`src/design/aorc_map.svh`:
```
`ifndef AORC_MAP_SVH
`define AORC_MAP_SVH

// Register indices; the byte address is four times the index.
`define AORC_IDX_SPK_ROUTE 8'h20
`define AORC_IDX_OUT_ROUTE 8'h21
`define AORC_IDX_STATUS 8'h30

// Reset values of the two routing registers.
`define AORC_RST_SPK_ROUTE 16'h0006
`define AORC_RST_OUT_ROUTE 16'h00E0

// Writable bits; reserved bits read as zero.
`define AORC_MASK_SPK_ROUTE 16'hFFFF
`define AORC_MASK_OUT_ROUTE 16'hFFF8

// Field positions in the speaker routing register.
`define AORC_SPK_DIFF 15
`define AORC_SPK_FIRST_DAC_HI 14
`define AORC_SPK_FIRST_DAC_LO 13
`define AORC_SPK_FIRST_AST 12
`define AORC_SPK_FIRST_BUZ 11
`define AORC_SPK_FIRST_KCL 10
`define AORC_SPK_FIRST_CPI 9
`define AORC_SPK_SECOND_DAC_HI 8
`define AORC_SPK_SECOND_DAC_LO 7
`define AORC_SPK_SECOND_AST 6
`define AORC_SPK_SECOND_BUZ 5
`define AORC_SPK_SECOND_KCL 4
`define AORC_SPK_SECOND_CPI 3
`define AORC_SPK_FIRST_MUTE 2
`define AORC_SPK_SECOND_MUTE 1
`define AORC_SPK_HP_PROTECT_OFF 0

// Field positions in the output routing register.
`define AORC_OUT_MIRROR_LSK 15
`define AORC_OUT_AST_LSK 14
`define AORC_OUT_BUZ_LSK 13
`define AORC_OUT_KCL_LSK 12
`define AORC_OUT_CPI_LSK 11
`define AORC_OUT_MIC_CPO 10
`define AORC_OUT_FIRST_CPO 9
`define AORC_OUT_SECOND_CPO 8
`define AORC_OUT_LSK_MUTE 7
`define AORC_OUT_CPO_MUTE 6
`define AORC_OUT_LSK_PROT_OFF 5
`define AORC_OUT_VIRTUAL_GROUND_DRIVER_PROT_OFF 4
`define AORC_OUT_CAP_SEL 3

`endif

```
`src/design/aorc_pkg.sv`:
```
package aorc_pkg;

  // DAC channel selection carried to each analog destination.
  typedef enum logic [1:0]
  {
    DAC_NONE,
    DAC_LEFT,
    DAC_RIGHT,
    DAC_MIX
  } aorc_dac_e;

  typedef logic [15:0] aorc_word_t;

endpackage : aorc_pkg

```
`src/design/aorc_route.sv`:
```
`timescale 1ns/1ns
`include "aorc_map.svh"

module aorc_route
(
  input wire logic i_clk_sys,
  input wire logic i_resetn,
  input wire logic [15:0] i_spk_route,
  input wire logic [15:0] i_out_route,
  input wire logic i_first_speaker_pd,
  input wire logic i_earpiece_pd,
  input wire logic i_second_speaker_pd,
  output logic o_mirror_active,
  output logic o_second_to_cell_active,
  output aorc_pkg::aorc_dac_e o_lsk_dac,
  output logic [3:0] o_lsk_src,
  output aorc_pkg::aorc_dac_e o_cpo_dac_first,
  output aorc_pkg::aorc_dac_e o_cpo_dac_second,
  output logic [4:0] o_cpo_src
);

  logic mirror_d;
  logic second_d;
  logic first_cpo;
  aorc_pkg::aorc_dac_e first_dac;
  aorc_pkg::aorc_dac_e second_dac;
  aorc_pkg::aorc_dac_e lsk_dac_d;
  aorc_pkg::aorc_dac_e cpo_first_d;
  aorc_pkg::aorc_dac_e cpo_second_d;
  logic [3:0] lsk_src_d;
  logic [4:0] cpo_src_d;
  logic [3:0] first_src;
  logic [3:0] second_src;

  // Source sets are {sidetone, buzzer, keyclick, cell input}; the cell set adds the microphone.
  always_comb
  begin
    first_dac = aorc_pkg::aorc_dac_e'(
      i_spk_route[`AORC_SPK_FIRST_DAC_HI:`AORC_SPK_FIRST_DAC_LO]);
    second_dac = aorc_pkg::aorc_dac_e'(
      i_spk_route[`AORC_SPK_SECOND_DAC_HI:`AORC_SPK_SECOND_DAC_LO]);
    first_src = i_spk_route[`AORC_SPK_FIRST_AST:`AORC_SPK_FIRST_CPI];
    second_src = i_spk_route[`AORC_SPK_SECOND_AST:`AORC_SPK_SECOND_CPI];
    // Mirroring only takes hold with all three speaker drivers powered down.
    mirror_d = i_out_route[`AORC_OUT_MIRROR_LSK] & i_first_speaker_pd & i_earpiece_pd
      & i_second_speaker_pd;
    lsk_dac_d = mirror_d ? first_dac : aorc_pkg::DAC_NONE;
    lsk_src_d = i_out_route[`AORC_OUT_AST_LSK:`AORC_OUT_CPI_LSK]
      | (mirror_d ? first_src : 4'h0);
    // First speaker mirror to cell output ignores driver power state.
    first_cpo = i_out_route[`AORC_OUT_FIRST_CPO];
    // Second speaker mirror needs single-ended mode and no loudspeaker mirror.
    second_d = i_out_route[`AORC_OUT_SECOND_CPO] & ~i_spk_route[`AORC_SPK_DIFF]
      & ~mirror_d;
    cpo_first_d = first_cpo ? first_dac : aorc_pkg::DAC_NONE;
    cpo_second_d = second_d ? second_dac : aorc_pkg::DAC_NONE;
    cpo_src_d[4:1] = (first_cpo ? {first_src[3:1], 1'b0} : 4'h0)
      | (second_d ? second_src : 4'h0);
    cpo_src_d[0] = i_out_route[`AORC_OUT_MIC_CPO];
  end

  // Routing controls are registered so the analog side sees clean levels.
  always_ff @(posedge i_clk_sys)
  begin
    if (!i_resetn)
    begin
      o_mirror_active <= 1'b0;
      o_second_to_cell_active <= 1'b0;
      o_lsk_dac <= aorc_pkg::DAC_NONE;
      o_lsk_src <= 4'h0;
      o_cpo_dac_first <= aorc_pkg::DAC_NONE;
      o_cpo_dac_second <= aorc_pkg::DAC_NONE;
      o_cpo_src <= 5'h00;
    end
    else
    begin
      o_mirror_active <= mirror_d;
      o_second_to_cell_active <= second_d;
      o_lsk_dac <= lsk_dac_d;
      o_lsk_src <= lsk_src_d;
      o_cpo_dac_first <= cpo_first_d;
      o_cpo_dac_second <= cpo_second_d;
      o_cpo_src <= cpo_src_d;
    end
  end

endmodule : aorc_route

```
`src/design/aorc_top.sv`:
```
// The implementer's own choice: the APB slave port.
`timescale 1ns/1ns
`include "aorc_map.svh"

// Operation
// - Mirror bit copies first speaker routing onto the loudspeaker pair once all three speaker drivers are powered down.
// - Bit 14 routes analog sidetone to the loudspeaker; resets to 0.
// - Bit 13 routes the buzzer gain stage to the loudspeaker; resets to 0.
// - Bit 12 routes keyclick to the loudspeaker; resets to 0.
// - Bit 11 routes cell-phone input to the loudspeaker; resets to 0.
// - Bit 10 routes the selected microphone to the cell output; resets to 0.
// - Bit 9 copies first speaker sources, except cell input, to cell output.
// - Bit 8 copies second speaker sources to cell output, single-ended, unmirrored.
// - Bit 7 mutes the loudspeaker; resets to 1.
// - Bit 6 mutes the cell output; resets to 1.
// - Bit 5 high disables loudspeaker short protection; resets to 1.
// - Bit 4 high disables virtual ground short protection; resets to 0.
// - Bit 3 selects capacitor-coupled headset when 1, capless when 0.
// - Bits 2 to 0 are reserved, read zero, written as zero.
// - Neighbour register bit 15 selects differential over single-ended speaker output.

module aorc_top
(
  input wire logic i_clk_sys,
  input wire logic i_resetn,
  input wire logic i_psel,
  input wire logic i_penable,
  input wire logic i_pwrite,
  input wire logic [7:0] i_paddr,
  input wire logic [31:0] i_pwdata,
  output logic [31:0] o_prdata,
  output logic o_pready,
  output logic o_pslverr,
  input wire logic i_first_speaker_pd,
  input wire logic i_earpiece_pd,
  input wire logic i_second_speaker_pd,
  output logic o_differential_output_select,
  output logic o_first_speaker_mute,
  output logic o_second_speaker_mute,
  output logic o_headphone_short_protect_en,
  output logic o_mirror_active,
  output aorc_pkg::aorc_dac_e o_lsk_dac,
  output logic o_sidetone_to_loudspeaker,
  output logic o_buzzer_to_loudspeaker,
  output logic o_keyclick_to_loudspeaker,
  output logic o_cell_input_to_loudspeaker,
  output logic o_loudspeaker_mute,
  output logic o_loudspeaker_short_protect_en,
  output logic o_virtual_ground_short_protect_en,
  output logic o_headset_cap_coupled,
  output aorc_pkg::aorc_dac_e o_cpo_dac_first,
  output aorc_pkg::aorc_dac_e o_cpo_dac_second,
  output logic o_cpo_sidetone,
  output logic o_cpo_buzzer,
  output logic o_cpo_keyclick,
  output logic o_cpo_cell_input,
  output logic o_mic_to_cell_output,
  output logic o_cell_output_mute
);

  // True when a byte address is word aligned and lands on a register index.
  function automatic logic aorc_hit(input logic [7:0] addr, input logic [7:0] idx);
    aorc_hit = (addr[1:0] == 2'h0) && ({2'h0, addr[7:2]} == idx);
  endfunction : aorc_hit

  aorc_pkg::aorc_word_t spk_route_q;
  aorc_pkg::aorc_word_t spk_route_d;
  aorc_pkg::aorc_word_t out_route_q;
  aorc_pkg::aorc_word_t out_route_d;
  logic [31:0] prdata_q;
  logic [31:0] prdata_d;
  logic pslverr_q;
  logic pslverr_d;
  logic access;
  logic complete;
  logic done_q;
  logic done_d;
  logic hit_spk;
  logic hit_out;
  logic hit_status;
  logic second_to_cell_active;
  logic [3:0] lsk_src;
  logic [4:0] cpo_src;
  logic [15:0] status_word;
  logic [15:0] spk_read;

  // One wait state lets read data and the error flag come from flops yet stand at completion.
  assign o_pready = done_q;
  assign o_prdata = prdata_q;
  assign o_pslverr = pslverr_q;

  // Address decode for the access phase.
  always_comb
  begin
    access = i_psel & i_penable;
    complete = access & done_q;
    done_d = access & ~done_q;
    hit_spk = aorc_hit(i_paddr, `AORC_IDX_SPK_ROUTE);
    hit_out = aorc_hit(i_paddr, `AORC_IDX_OUT_ROUTE);
    hit_status = aorc_hit(i_paddr, `AORC_IDX_STATUS);
  end

  // Status shows the routing actually in force and the driver power state.
  always_comb
  begin
    status_word = 16'h0000;
    status_word[0] = o_mirror_active;
    status_word[1] = second_to_cell_active;
    status_word[2] = i_first_speaker_pd;
    status_word[3] = i_earpiece_pd;
    status_word[4] = i_second_speaker_pd;
  end

  // The headphone protection bit is write-only, so it reads back as zero.
  always_comb
  begin
    spk_read = spk_route_q;
    spk_read[`AORC_SPK_HP_PROTECT_OFF] = 1'b0;
  end

  // Register writes land whole at the completing edge; reserved bits stay zero.
  always_comb
  begin
    spk_route_d = spk_route_q;
    out_route_d = out_route_q;
    if (complete && i_pwrite && hit_spk)
    begin
      spk_route_d = i_pwdata[15:0] & `AORC_MASK_SPK_ROUTE;
    end
    if (complete && i_pwrite && hit_out)
    begin
      out_route_d = i_pwdata[15:0] & `AORC_MASK_OUT_ROUTE;
    end
  end

  // Read data and error flag are loaded in the wait cycle and stand at completion.
  always_comb
  begin
    prdata_d = prdata_q;
    pslverr_d = 1'b0;
    if (access && !done_q)
    begin
      prdata_d = 32'h0000_0000;
      if (hit_spk)
      begin
        prdata_d = {16'h0000, spk_read};
      end
      else if (hit_out)
      begin
        prdata_d = {16'h0000, out_route_q};
      end
      else if (hit_status)
      begin
        prdata_d = {16'h0000, status_word};
      end
      else
      begin
        pslverr_d = 1'b1;
      end
    end
  end

  // Register state; read data is held so the master may sample it late.
  always_ff @(posedge i_clk_sys)
  begin
    if (!i_resetn)
    begin
      spk_route_q <= `AORC_RST_SPK_ROUTE;
      out_route_q <= `AORC_RST_OUT_ROUTE;
      prdata_q <= 32'h0000_0000;
      pslverr_q <= 1'b0;
      done_q <= 1'b0;
    end
    else
    begin
      done_q <= done_d;
      spk_route_q <= spk_route_d;
      out_route_q <= out_route_d;
      prdata_q <= prdata_d;
      pslverr_q <= pslverr_d;
    end
  end

  // The read flop keeps its value between transfers, avoiding a toggling bus.

  // Source routing for both destinations.
  aorc_route u_route
  (
    .i_clk_sys(i_clk_sys),
    .i_resetn(i_resetn),
    .i_spk_route(spk_route_q),
    .i_out_route(out_route_q),
    .i_first_speaker_pd(i_first_speaker_pd),
    .i_earpiece_pd(i_earpiece_pd),
    .i_second_speaker_pd(i_second_speaker_pd),
    .o_mirror_active(o_mirror_active),
    .o_second_to_cell_active(second_to_cell_active),
    .o_lsk_dac(o_lsk_dac),
    .o_lsk_src(lsk_src),
    .o_cpo_dac_first(o_cpo_dac_first),
    .o_cpo_dac_second(o_cpo_dac_second),
    .o_cpo_src(cpo_src)
  );

  // Loudspeaker source enables.
  assign o_sidetone_to_loudspeaker = lsk_src[3];
  assign o_buzzer_to_loudspeaker = lsk_src[2];
  assign o_keyclick_to_loudspeaker = lsk_src[1];
  assign o_cell_input_to_loudspeaker = lsk_src[0];

  // Cell output source enables.
  assign o_cpo_sidetone = cpo_src[4];
  assign o_cpo_buzzer = cpo_src[3];
  assign o_cpo_keyclick = cpo_src[2];
  assign o_cpo_cell_input = cpo_src[1];
  assign o_mic_to_cell_output = cpo_src[0];

  // Plain control fields come straight from the register flops.
  // Protection enables are active high here, the inverse of the stored bits.
  assign o_loudspeaker_mute = out_route_q[`AORC_OUT_LSK_MUTE];
  assign o_cell_output_mute = out_route_q[`AORC_OUT_CPO_MUTE];
  assign o_loudspeaker_short_protect_en = ~out_route_q[`AORC_OUT_LSK_PROT_OFF];
  assign o_virtual_ground_short_protect_en = ~out_route_q[`AORC_OUT_VIRTUAL_GROUND_DRIVER_PROT_OFF];
  assign o_headset_cap_coupled = out_route_q[`AORC_OUT_CAP_SEL];

  // Neighbour register controls that leave the block directly.
  assign o_differential_output_select = spk_route_q[`AORC_SPK_DIFF];
  assign o_first_speaker_mute = spk_route_q[`AORC_SPK_FIRST_MUTE];
  assign o_second_speaker_mute = spk_route_q[`AORC_SPK_SECOND_MUTE];
  assign o_headphone_short_protect_en = ~spk_route_q[`AORC_SPK_HP_PROTECT_OFF];

endmodule : aorc_top

```
`config.mk`:
```
export PLATFORM = sky130hd
export DESIGN_NAME = aorc_top
export DESIGN_NICKNAME = d
export VERILOG_FILES = /design/src/design/aorc_pkg.sv /design/src/design/aorc_route.sv /design/src/design/aorc_top.sv
export VERILOG_INCLUDE_DIRS = /design/src /design/src/design
export SDC_FILE = /design/constraint.sdc
export NUM_CORES = 1
export LEC_CHECK = 0
export ABC_AREA = 1
export BUFFER_PORTS_ARGS = -buffer_cell sky130_fd_sc_hd__buf_2
export CAP_MARGIN = 0
export CORE_UTILIZATION = 40
export CTS_BUF_LIST = sky130_fd_sc_hd__clkbuf_8
export DETAILED_ROUTE_END_ITERATION = 8
export PLACE_DENSITY_LB_ADDON = 0.3
export SYNTH_ARGS = -nofsm -noshare
export SYNTH_HDL_FRONTEND = slang
export SYNTH_HIERARCHICAL = 1
export SYNTH_SLANG_ARGS = --single-unit
```
`constraint.sdc`:
```
create_clock -name i_clk_sys -period 2.6 [get_ports i_clk_sys]
set_input_delay 0 -clock i_clk_sys [delete_from_list [all_inputs] [get_ports i_clk_sys]]
set_output_delay 0 -clock i_clk_sys [all_outputs]
set_load 0.02 [all_outputs]
```
==> results.sh, run 1 <==
export IMPL_status="finished, violations left"
export IMPL_violations="design-rule violations"
export IMPL_die_area_um2=7090
export IMPL_rsz0062_at_grt="false"
export IMPL_ctsHtreeMaxLevel=3
export IMPL_worst_path_largest_cell_delay_ns=0.32
export IMPL_ff_latch_area_um2=1280
export IMPL_grt_max_degree=28
export IMPL_clock_sinks=64
export IMPL_syn_area_per_cell_um2=7.37
export IMPL_ys_seq_elements=64
export IMPL_antenna_found_initial=0
export IMPL_cp_num_buf_inv=2
export IMPL_timing_fmax_ghz=0.754
export IMPL_maxCapViolations=0
export IMPL_hold_viol=0
export IMPL_cts_buffer_depth=2
export IMPL_firstDrtPassIters=6
export IMPL_ir_drop_mv=0.286
export IMPL_netlist_area_um2=2700
export IMPL_synthesis_instances=367
export IMPL_grt_remaining_overflow=0
export IMPL_fp_row_count=29
export IMPL_wl_per_cell_um=12.2
export IMPL_maxSlewViolCount=0
export IMPL_holdWs_ns=0.0404
export IMPL_setup_viol=0
export IMPL_die_h_um=84.2
export IMPL_layout_drive_gt1_share=0.224
export IMPL_clock_skew_ns=0.00513
export IMPL_fin_setup_tns_ns=0
export IMPL_end_kind="register"
export IMPL_area_growth_pct=23.6
export IMPL_crit_path_top_delay_cell="dfxtp_1"
export IMPL_grt_pass1_wl_mm=10.5
export IMPL_fin_crit_ns=1.33
export IMPL_drt_iter0_markers=111
export IMPL_io_pins=107
export IMPL_antenna_left=0
export IMPL_dpl_hpwl_mm=4.52
export IMPL_multi_input_area_um2=1070
export IMPL_num_vias=2484
export IMPL_path_delay_family="buffers and inverters"
export IMPL_port_buffers=74
export IMPL_cts_buffers=9
export IMPL_static_leakage_power_nw=1.69
export IMPL_path_class="register to register"
export IMPL_num_antenna_cells=0
export IMPL_finalPower_mw=1.87
export IMPL_whs_path_depth=2
export IMPL_coreArea_um2=6420
export IMPL_clk_root_buffer_cell="clkbuf_8"
export IMPL_power_density_nw_per_um2=559
export IMPL_vias_per_cell=4.63
export IMPL_critPathRequiredTime_ns=2.88
export IMPL_path_cells="nor2_1, buf_4, inv_1, nor2_1, nand3_1, nor2_1"
export IMPL_clk_pin_slew_ns=0.07
export IMPL_grt_usage=0.193
export IMPL_fin_nets=503
export IMPL_worstSetupStartpointType="register"
export IMPL_hold_path_class="input pin to register"
export IMPL_start_util=0.421
export IMPL_fillers=659
export IMPL_drt_wl_total_mm=6.54
export IMPL_r2r_cells=6
export IMPL_cp_max_fo=20
export IMPL_die_x_um=84.2
export IMPL_gp_congestion=0.783
export IMPL_drcViolationCount=12
export IMPL_yosys_warnings=6
export IMPL_mostFrequentLayoutCells="buf_2 (74), dfxtp_1 (64), nor2_1 (61), nand2_1 (60), inv_1 (50)"
export IMPL_fin_crit_sh=0.510
export IMPL_clock_latency_ns=0.34
export IMPL_critPathArrivalTime_ns=1.61
export IMPL_grt_pass1_vias=2306
export IMPL_critPathMostFrequentCell="nor2_1"
export IMPL_cts_tree="yes"
export IMPL_synth_cell_types=22
export IMPL_cp_depth=6
export IMPL_ys_seq_area_frac=0.474
export IMPL_final_common_cell="buf_2"
cell usage after synthesis:
cell / instances / share of area
dfxtp_1: 64 / 0.47
nor2_1: 61 / 0.085
nand2_1: 60 / 0.083
inv_1: 48 / 0.067
o21ai_0: 41 / 0.076
nand3_1: 28 / 0.052
buf_4: 18 / 0.050
a21oi_1: 14 / 0.026
buf_6: 4 / 0.017
clkbuf_1: 4 / 0.0056
nor2_4: 4 / 0.017
o211ai_1: 4 / 0.011
buf_2: 3 / 0.0056
nand2_2: 3 / 0.0069
inv_2: 2 / 0.0028
nand2_4: 2 / 0.0083
nor2_2: 2 / 0.0046
clkbuf_2: 1 / 0.0018
conb_1: 1 / 0.0014
inv_4: 1 / 0.0023
nand4_1: 1 / 0.0023
o21ai_1: 1 / 0.0018
per-layer routing:
layer	vias up	routed length, um	global-route usage
met4	0	148	0.124
met2	94	2980	0.319
met1	1092	3000	0.235
li1	1285	-	-
met3	13	408	0.0324
met5	-	0	0
final cells by class:
class,count,share of cell area
clock buffer,9,0.0371
clock inverter,6,0.00899
inverter,51,0.0581
multi-input combinational,237,0.320
sequential,64,0.384
tap,77,0.0288
timing repair buffer,92,0.163
metrics by stage:
step | util | std cells | setup WS [ns] | area (um^2)
after detailed placement | 0.471 | 505 | 1.06 | 3030
after floorplan | - | 382 | 1.33 | 2760
after CTS | 0.520 | 536 | 1.25 | 3340
after global routing | 0.520 | 536 | 1.11 | 3340
final | 0.520 | 536 | 1.27 | 3340
after global placement | 0.471 | 505 | 1.15 | 3030
final timing paths:
path	slack (ns)	endpoint	from
worst max-delay path	1.27	o_pslverr$_SDFF_PP0_	o_pready$_SDFF_PN0_
worst min-delay path	0.04	out_route_q[5]$_SDFFE_PN1P_	i_resetn
worst max register to register	1.27	o_pslverr$_SDFF_PP0_	o_pready$_SDFF_PN0_
worst min register to register	0.44	u_route/o_cpo_src[0]$_SDFF_PN0_	out_route_q[10]$_SDFFE_PN0P_
cell families after synthesis:
| logic type | Yosys count | share of synthesized area |
|---|---|---|
| compound gates | 60 | 0.115 |
| buf+inv | 81 | 0.151 |
| flops | 64 | 0.474 |
| other cells | 1 | 0.00139 |
| simple gates | 161 | 0.259 |
power breakdown:
part,switching (mW),total [mW],internal [mW]
clock,0.371,0.699,0.328
combinational,0.106,0.168,0.0622
sequential,0.00605,1.00,0.994
total,0.484,1.87,1.38
registers in the layout, indices dropped and copies added (netlist names):
signal and count:
u_route/o_cpo_dac_first 2, u_route/o_lsk_dac 2, o_pready 1, u_route/o_second_to_cell_active 1, o_pslverr 1, u_route/o_mirror_active 1, u_route/o_cpo_src 5, spk_route_q 16
u_route/o_cpo_dac_second 2, u_route/o_lsk_src 4, out_route_q 13, o_prdata 16
repair_timing:
action,CTS,global route
resized for setup,0,0
hold endpoints to repair,28,0
buffers inserted,0,0
hold buffers,16,0
Power figures use the tool's default switching activity.
==> run 2, diff against run 1 <==
--- a/config.mk
+++ b/config.mk
@@ -6,7 +6,7 @@
 export SDC_FILE = /design/constraint.sdc
 export NUM_CORES = 1
 export LEC_CHECK = 0
-export ABC_AREA = 1
+export ABC_AREA = 0
 export BUFFER_PORTS_ARGS = -buffer_cell sky130_fd_sc_hd__buf_2
 export CAP_MARGIN = 0
 export CORE_UTILIZATION = 40
==> constraint.sdc (replaced) <==
create_clock -name i_clk_sys -period 1.3 [get_ports i_clk_sys]
set_input_delay 0 -clock i_clk_sys [delete_from_list [all_inputs] [get_ports i_clk_sys]]
set_output_delay 0 -clock i_clk_sys [all_outputs]
set_load 0.02 [all_outputs]
==> results.sh, run 2 <==
export IMPL_drcViolationCount=0
export IMPL_worstHoldEndpoint="o_prdata[3]$_SDFFE_PN0N_"
export IMPL_holdWs_ns=0.0139
export IMPL_num_antenna_cells=0
export IMPL_io_pins=107
export IMPL_start_util=0.417
export IMPL_netlist_area_um2=2660
export IMPL_maxCapViolations=0
export IMPL_antenna_found_initial=0
export IMPL_pre_cts_slack_ns=-0.271
export IMPL_timing_fmax_ghz=0.709
export IMPL_clk_root_buffer_cell="clkbuf_8"
export IMPL_fin_crit_ns=1.41
export IMPL_violations="negative setup slack"
export IMPL_area_growth_pct=34.2
export IMPL_synth_xor_xnor_area_share=0
export IMPL_drt_wl_total_mm=6.64
export IMPL_yosysTopAreaCell="dfxtp_1"
export IMPL_worst_slack_ns=-0.110
export IMPL_synth_area_mux_share=0.166
export IMPL_vias_per_cell=4.89
export IMPL_yosys_warnings=6
export IMPL_status="finished, violations left"
export IMPL_synth_compound_area_frac=0.0842
export IMPL_cts_buffers=9
export IMPL_path_class="register to register"
export IMPL_hold_viol=0
export IMPL_ys_seq_elements=64
export IMPL_yosys_area_share_simple=0.175
export IMPL_placed_cells_incl_taps=416
export IMPL_synth_async_reset_ratio=0
export IMPL_power_density_nw_per_um2=1060
export IMPL_setup_viol=36
export IMPL_grt_usage=0.198
export IMPL_syn_area_per_cell_um2=10.0
export IMPL_grt_pass1_vias=2156
export IMPL_mostFrequentLayoutCells="buf_2 (74), dfxtp_1 (63), nand2_1 (46), mux2i_1 (44)"
export IMPL_static_leakage_power_nw=1.64
export IMPL_wl_per_cell_um=14.7
export IMPL_fin_crit_sh=1.08
export IMPL_ys_seq_area_frac=0.482
export IMPL_clk_pin_slew_ns=0.07
export IMPL_grt_max_degree=42
export IMPL_r2r_cells=4
export IMPL_layout_drive_gt1_share=0.348
export IMPL_r2r_start="o_pready$_SDFF_PN0_"
export IMPL_drt_iter0_markers=84
export IMPL_stdcell_count=451
export IMPL_synth_flop_cell="dfxtp_1"
export IMPL_synth_cell_types=34
export IMPL_post_route_cell_area_um2=3570
export IMPL_grt_pass1_wl_mm=10.6
export IMPL_critPathRequiredTime_ns=1.54
export IMPL_clock_skew_ns=0.00572
export IMPL_ys_top_cells_by_count="dfxtp_1 (64), nand2_1 (46), mux2i_1 (44)"
export IMPL_fin_nets=418
export IMPL_grt_remaining_overflow=0
export IMPL_reg2reg_to="out_route_q[11]$_SDFFE_PN0P_"
export IMPL_gp_congestion=0.751
export IMPL_final_common_cell="buf_2"
export IMPL_yosysMostFrequentCell="dfxtp_1"
export IMPL_critPathArrivalTime_ns=1.65
export IMPL_synth_top_family_by_area="simple AND/OR/NAND/NOR gates"
export IMPL_synthesis_instances=265
export IMPL_ir_drop_mv=0.550
export IMPL_synth_fa_ha_area_frac=0
export IMPL_synth_edf_count=0
export IMPL_synthTopCellsByArea="dfxtp_1 (48%), mux2i_1 (17%), nand2_1 (6.5%)"
export IMPL_clock_latency_ns=0.35
export IMPL_synth_top_area_frac=0.482
export IMPL_cts_buffer_depth=2
export IMPL_die_area_um2=6980
export IMPL_die_x_um=83.6
export IMPL_cp_max_fo=5
export IMPL_fp_row_count=29
export IMPL_maxSlewViolCount=0
export IMPL_worstSetupStartpointType="register"
export IMPL_rsz0062_at_grt="true"
export IMPL_end_kind="register"
export IMPL_num_vias=2205
export IMPL_coreArea_um2=6390
export IMPL_dpl_hpwl_mm=4.29
export IMPL_cts_tree="yes"
export IMPL_r2r_setup_slack_ns=-0.11
export IMPL_clock_sinks=64
export IMPL_finalPower_mw=3.77
export IMPL_die_h_um=83.6
export IMPL_port_buffers=74
export IMPL_ctsHtreeMaxLevel=3
export IMPL_hold_path_class="input pin to register"
export IMPL_firstDrtPassIters=4
export IMPL_worstHoldStart="i_earpiece_pd"
export IMPL_antenna_left=0
export IMPL_dpl_cell_area_um2=3140
export IMPL_whs_path_depth=3
[run 2: how the worst max path moves through the flow]
| stage | to | slack [ns] | from | depth (start not counted) |
|---|---|---|---|---|
| after floorplan | out_route_q[10]$_SDFFE_PN0P_ | -0.21 | i_paddr[1] | 5 |
| after global placement | out_route_q[10]$_SDFFE_PN0P_ | -0.23 | i_paddr[1] | 4 |
| after detailed placement | spk_route_q[5]$_SDFFE_PN0P_ | -0.27 | i_paddr[1] | 6 |
| after CTS | spk_route_q[9]$_SDFFE_PN0P_ | -0.10 | o_pready$_SDFF_PN0_ | 5 |
| after global routing | spk_route_q[3]$_SDFFE_PN0P_ | -0.18 | o_pready$_SDFF_PN0_ | 6 |
| final | out_route_q[11]$_SDFFE_PN0P_ | -0.11 | o_pready$_SDFF_PN0_ | 4 |
[run 2: kinds of logic (layout without fill, tap and decap cells)]
family | count (synthesis) | count (layout)
and+or+nand+nor | 89 | 90
DFF | 64 | 64
muxes | 44 | 44
buffers and inverters | 41 | 134
AOI/OAI and AO/OA | 26 | 26
other | 1 | 16
[run 2: worst max-delay path, stage by stage, from the launching register on]
cell and delay, ns:
dfxtp_2 0.34, nand4_1 0.10, buf_6 0.16, or4_4 0.55, mux2i_1 0.15
[run 2: power breakdown]
group          switching (mW)  total (mW)  internal (mW)
combinational           0.174       0.295          0.121
clock                   0.740        1.51          0.771
sequential            0.00130        1.96           1.96
[run 2: area by class of cell]
| type | count | area, um^2 |
|---|---|---|
| fillers | 583 | 2820 |
| flip-flops and latches | 64 | 1280 |
| inverters | 8 | 30.0 |
| repair buffers | 111 | 729 |
| well taps | 77 | 96.3 |
| clock buffers | 11 | 151 |
| multi-input cells | 176 | 1260 |
| clock inverters | 4 | 21.3 |
[run 2: metal layers]
metal | GRT usage | wire length (um) | share of wire
met1 | 0.252 | 3070 | 0.46
met2 | 0.311 | 3070 | 0.46
met3 | 0.0584 | 359 | 0.054
met4 | 0.0878 | 134 | 0.020
met5 | 0 | 0 | 0
[run 2: what timing repair did]
item                                    CTS  global route
pin swaps                                 5             3
endpoints found under the setup margin   36            41
hold buffers                             16             0
endpoints found under the hold margin    29             0
buffers inserted                          0             1
resized for setup                        11             1
cloned                                    2             1
[run 2: through the flow]
step           utilization  setup TNS [ns]
3_5_place_dp         0.491           -9.19
5_1_grt              0.559           -5.26
2_1_floorplan            -           -5.21
4_1_cts              0.553           -2.73
6_report             0.559           -3.20
3_3_place_gp         0.491           -8.30
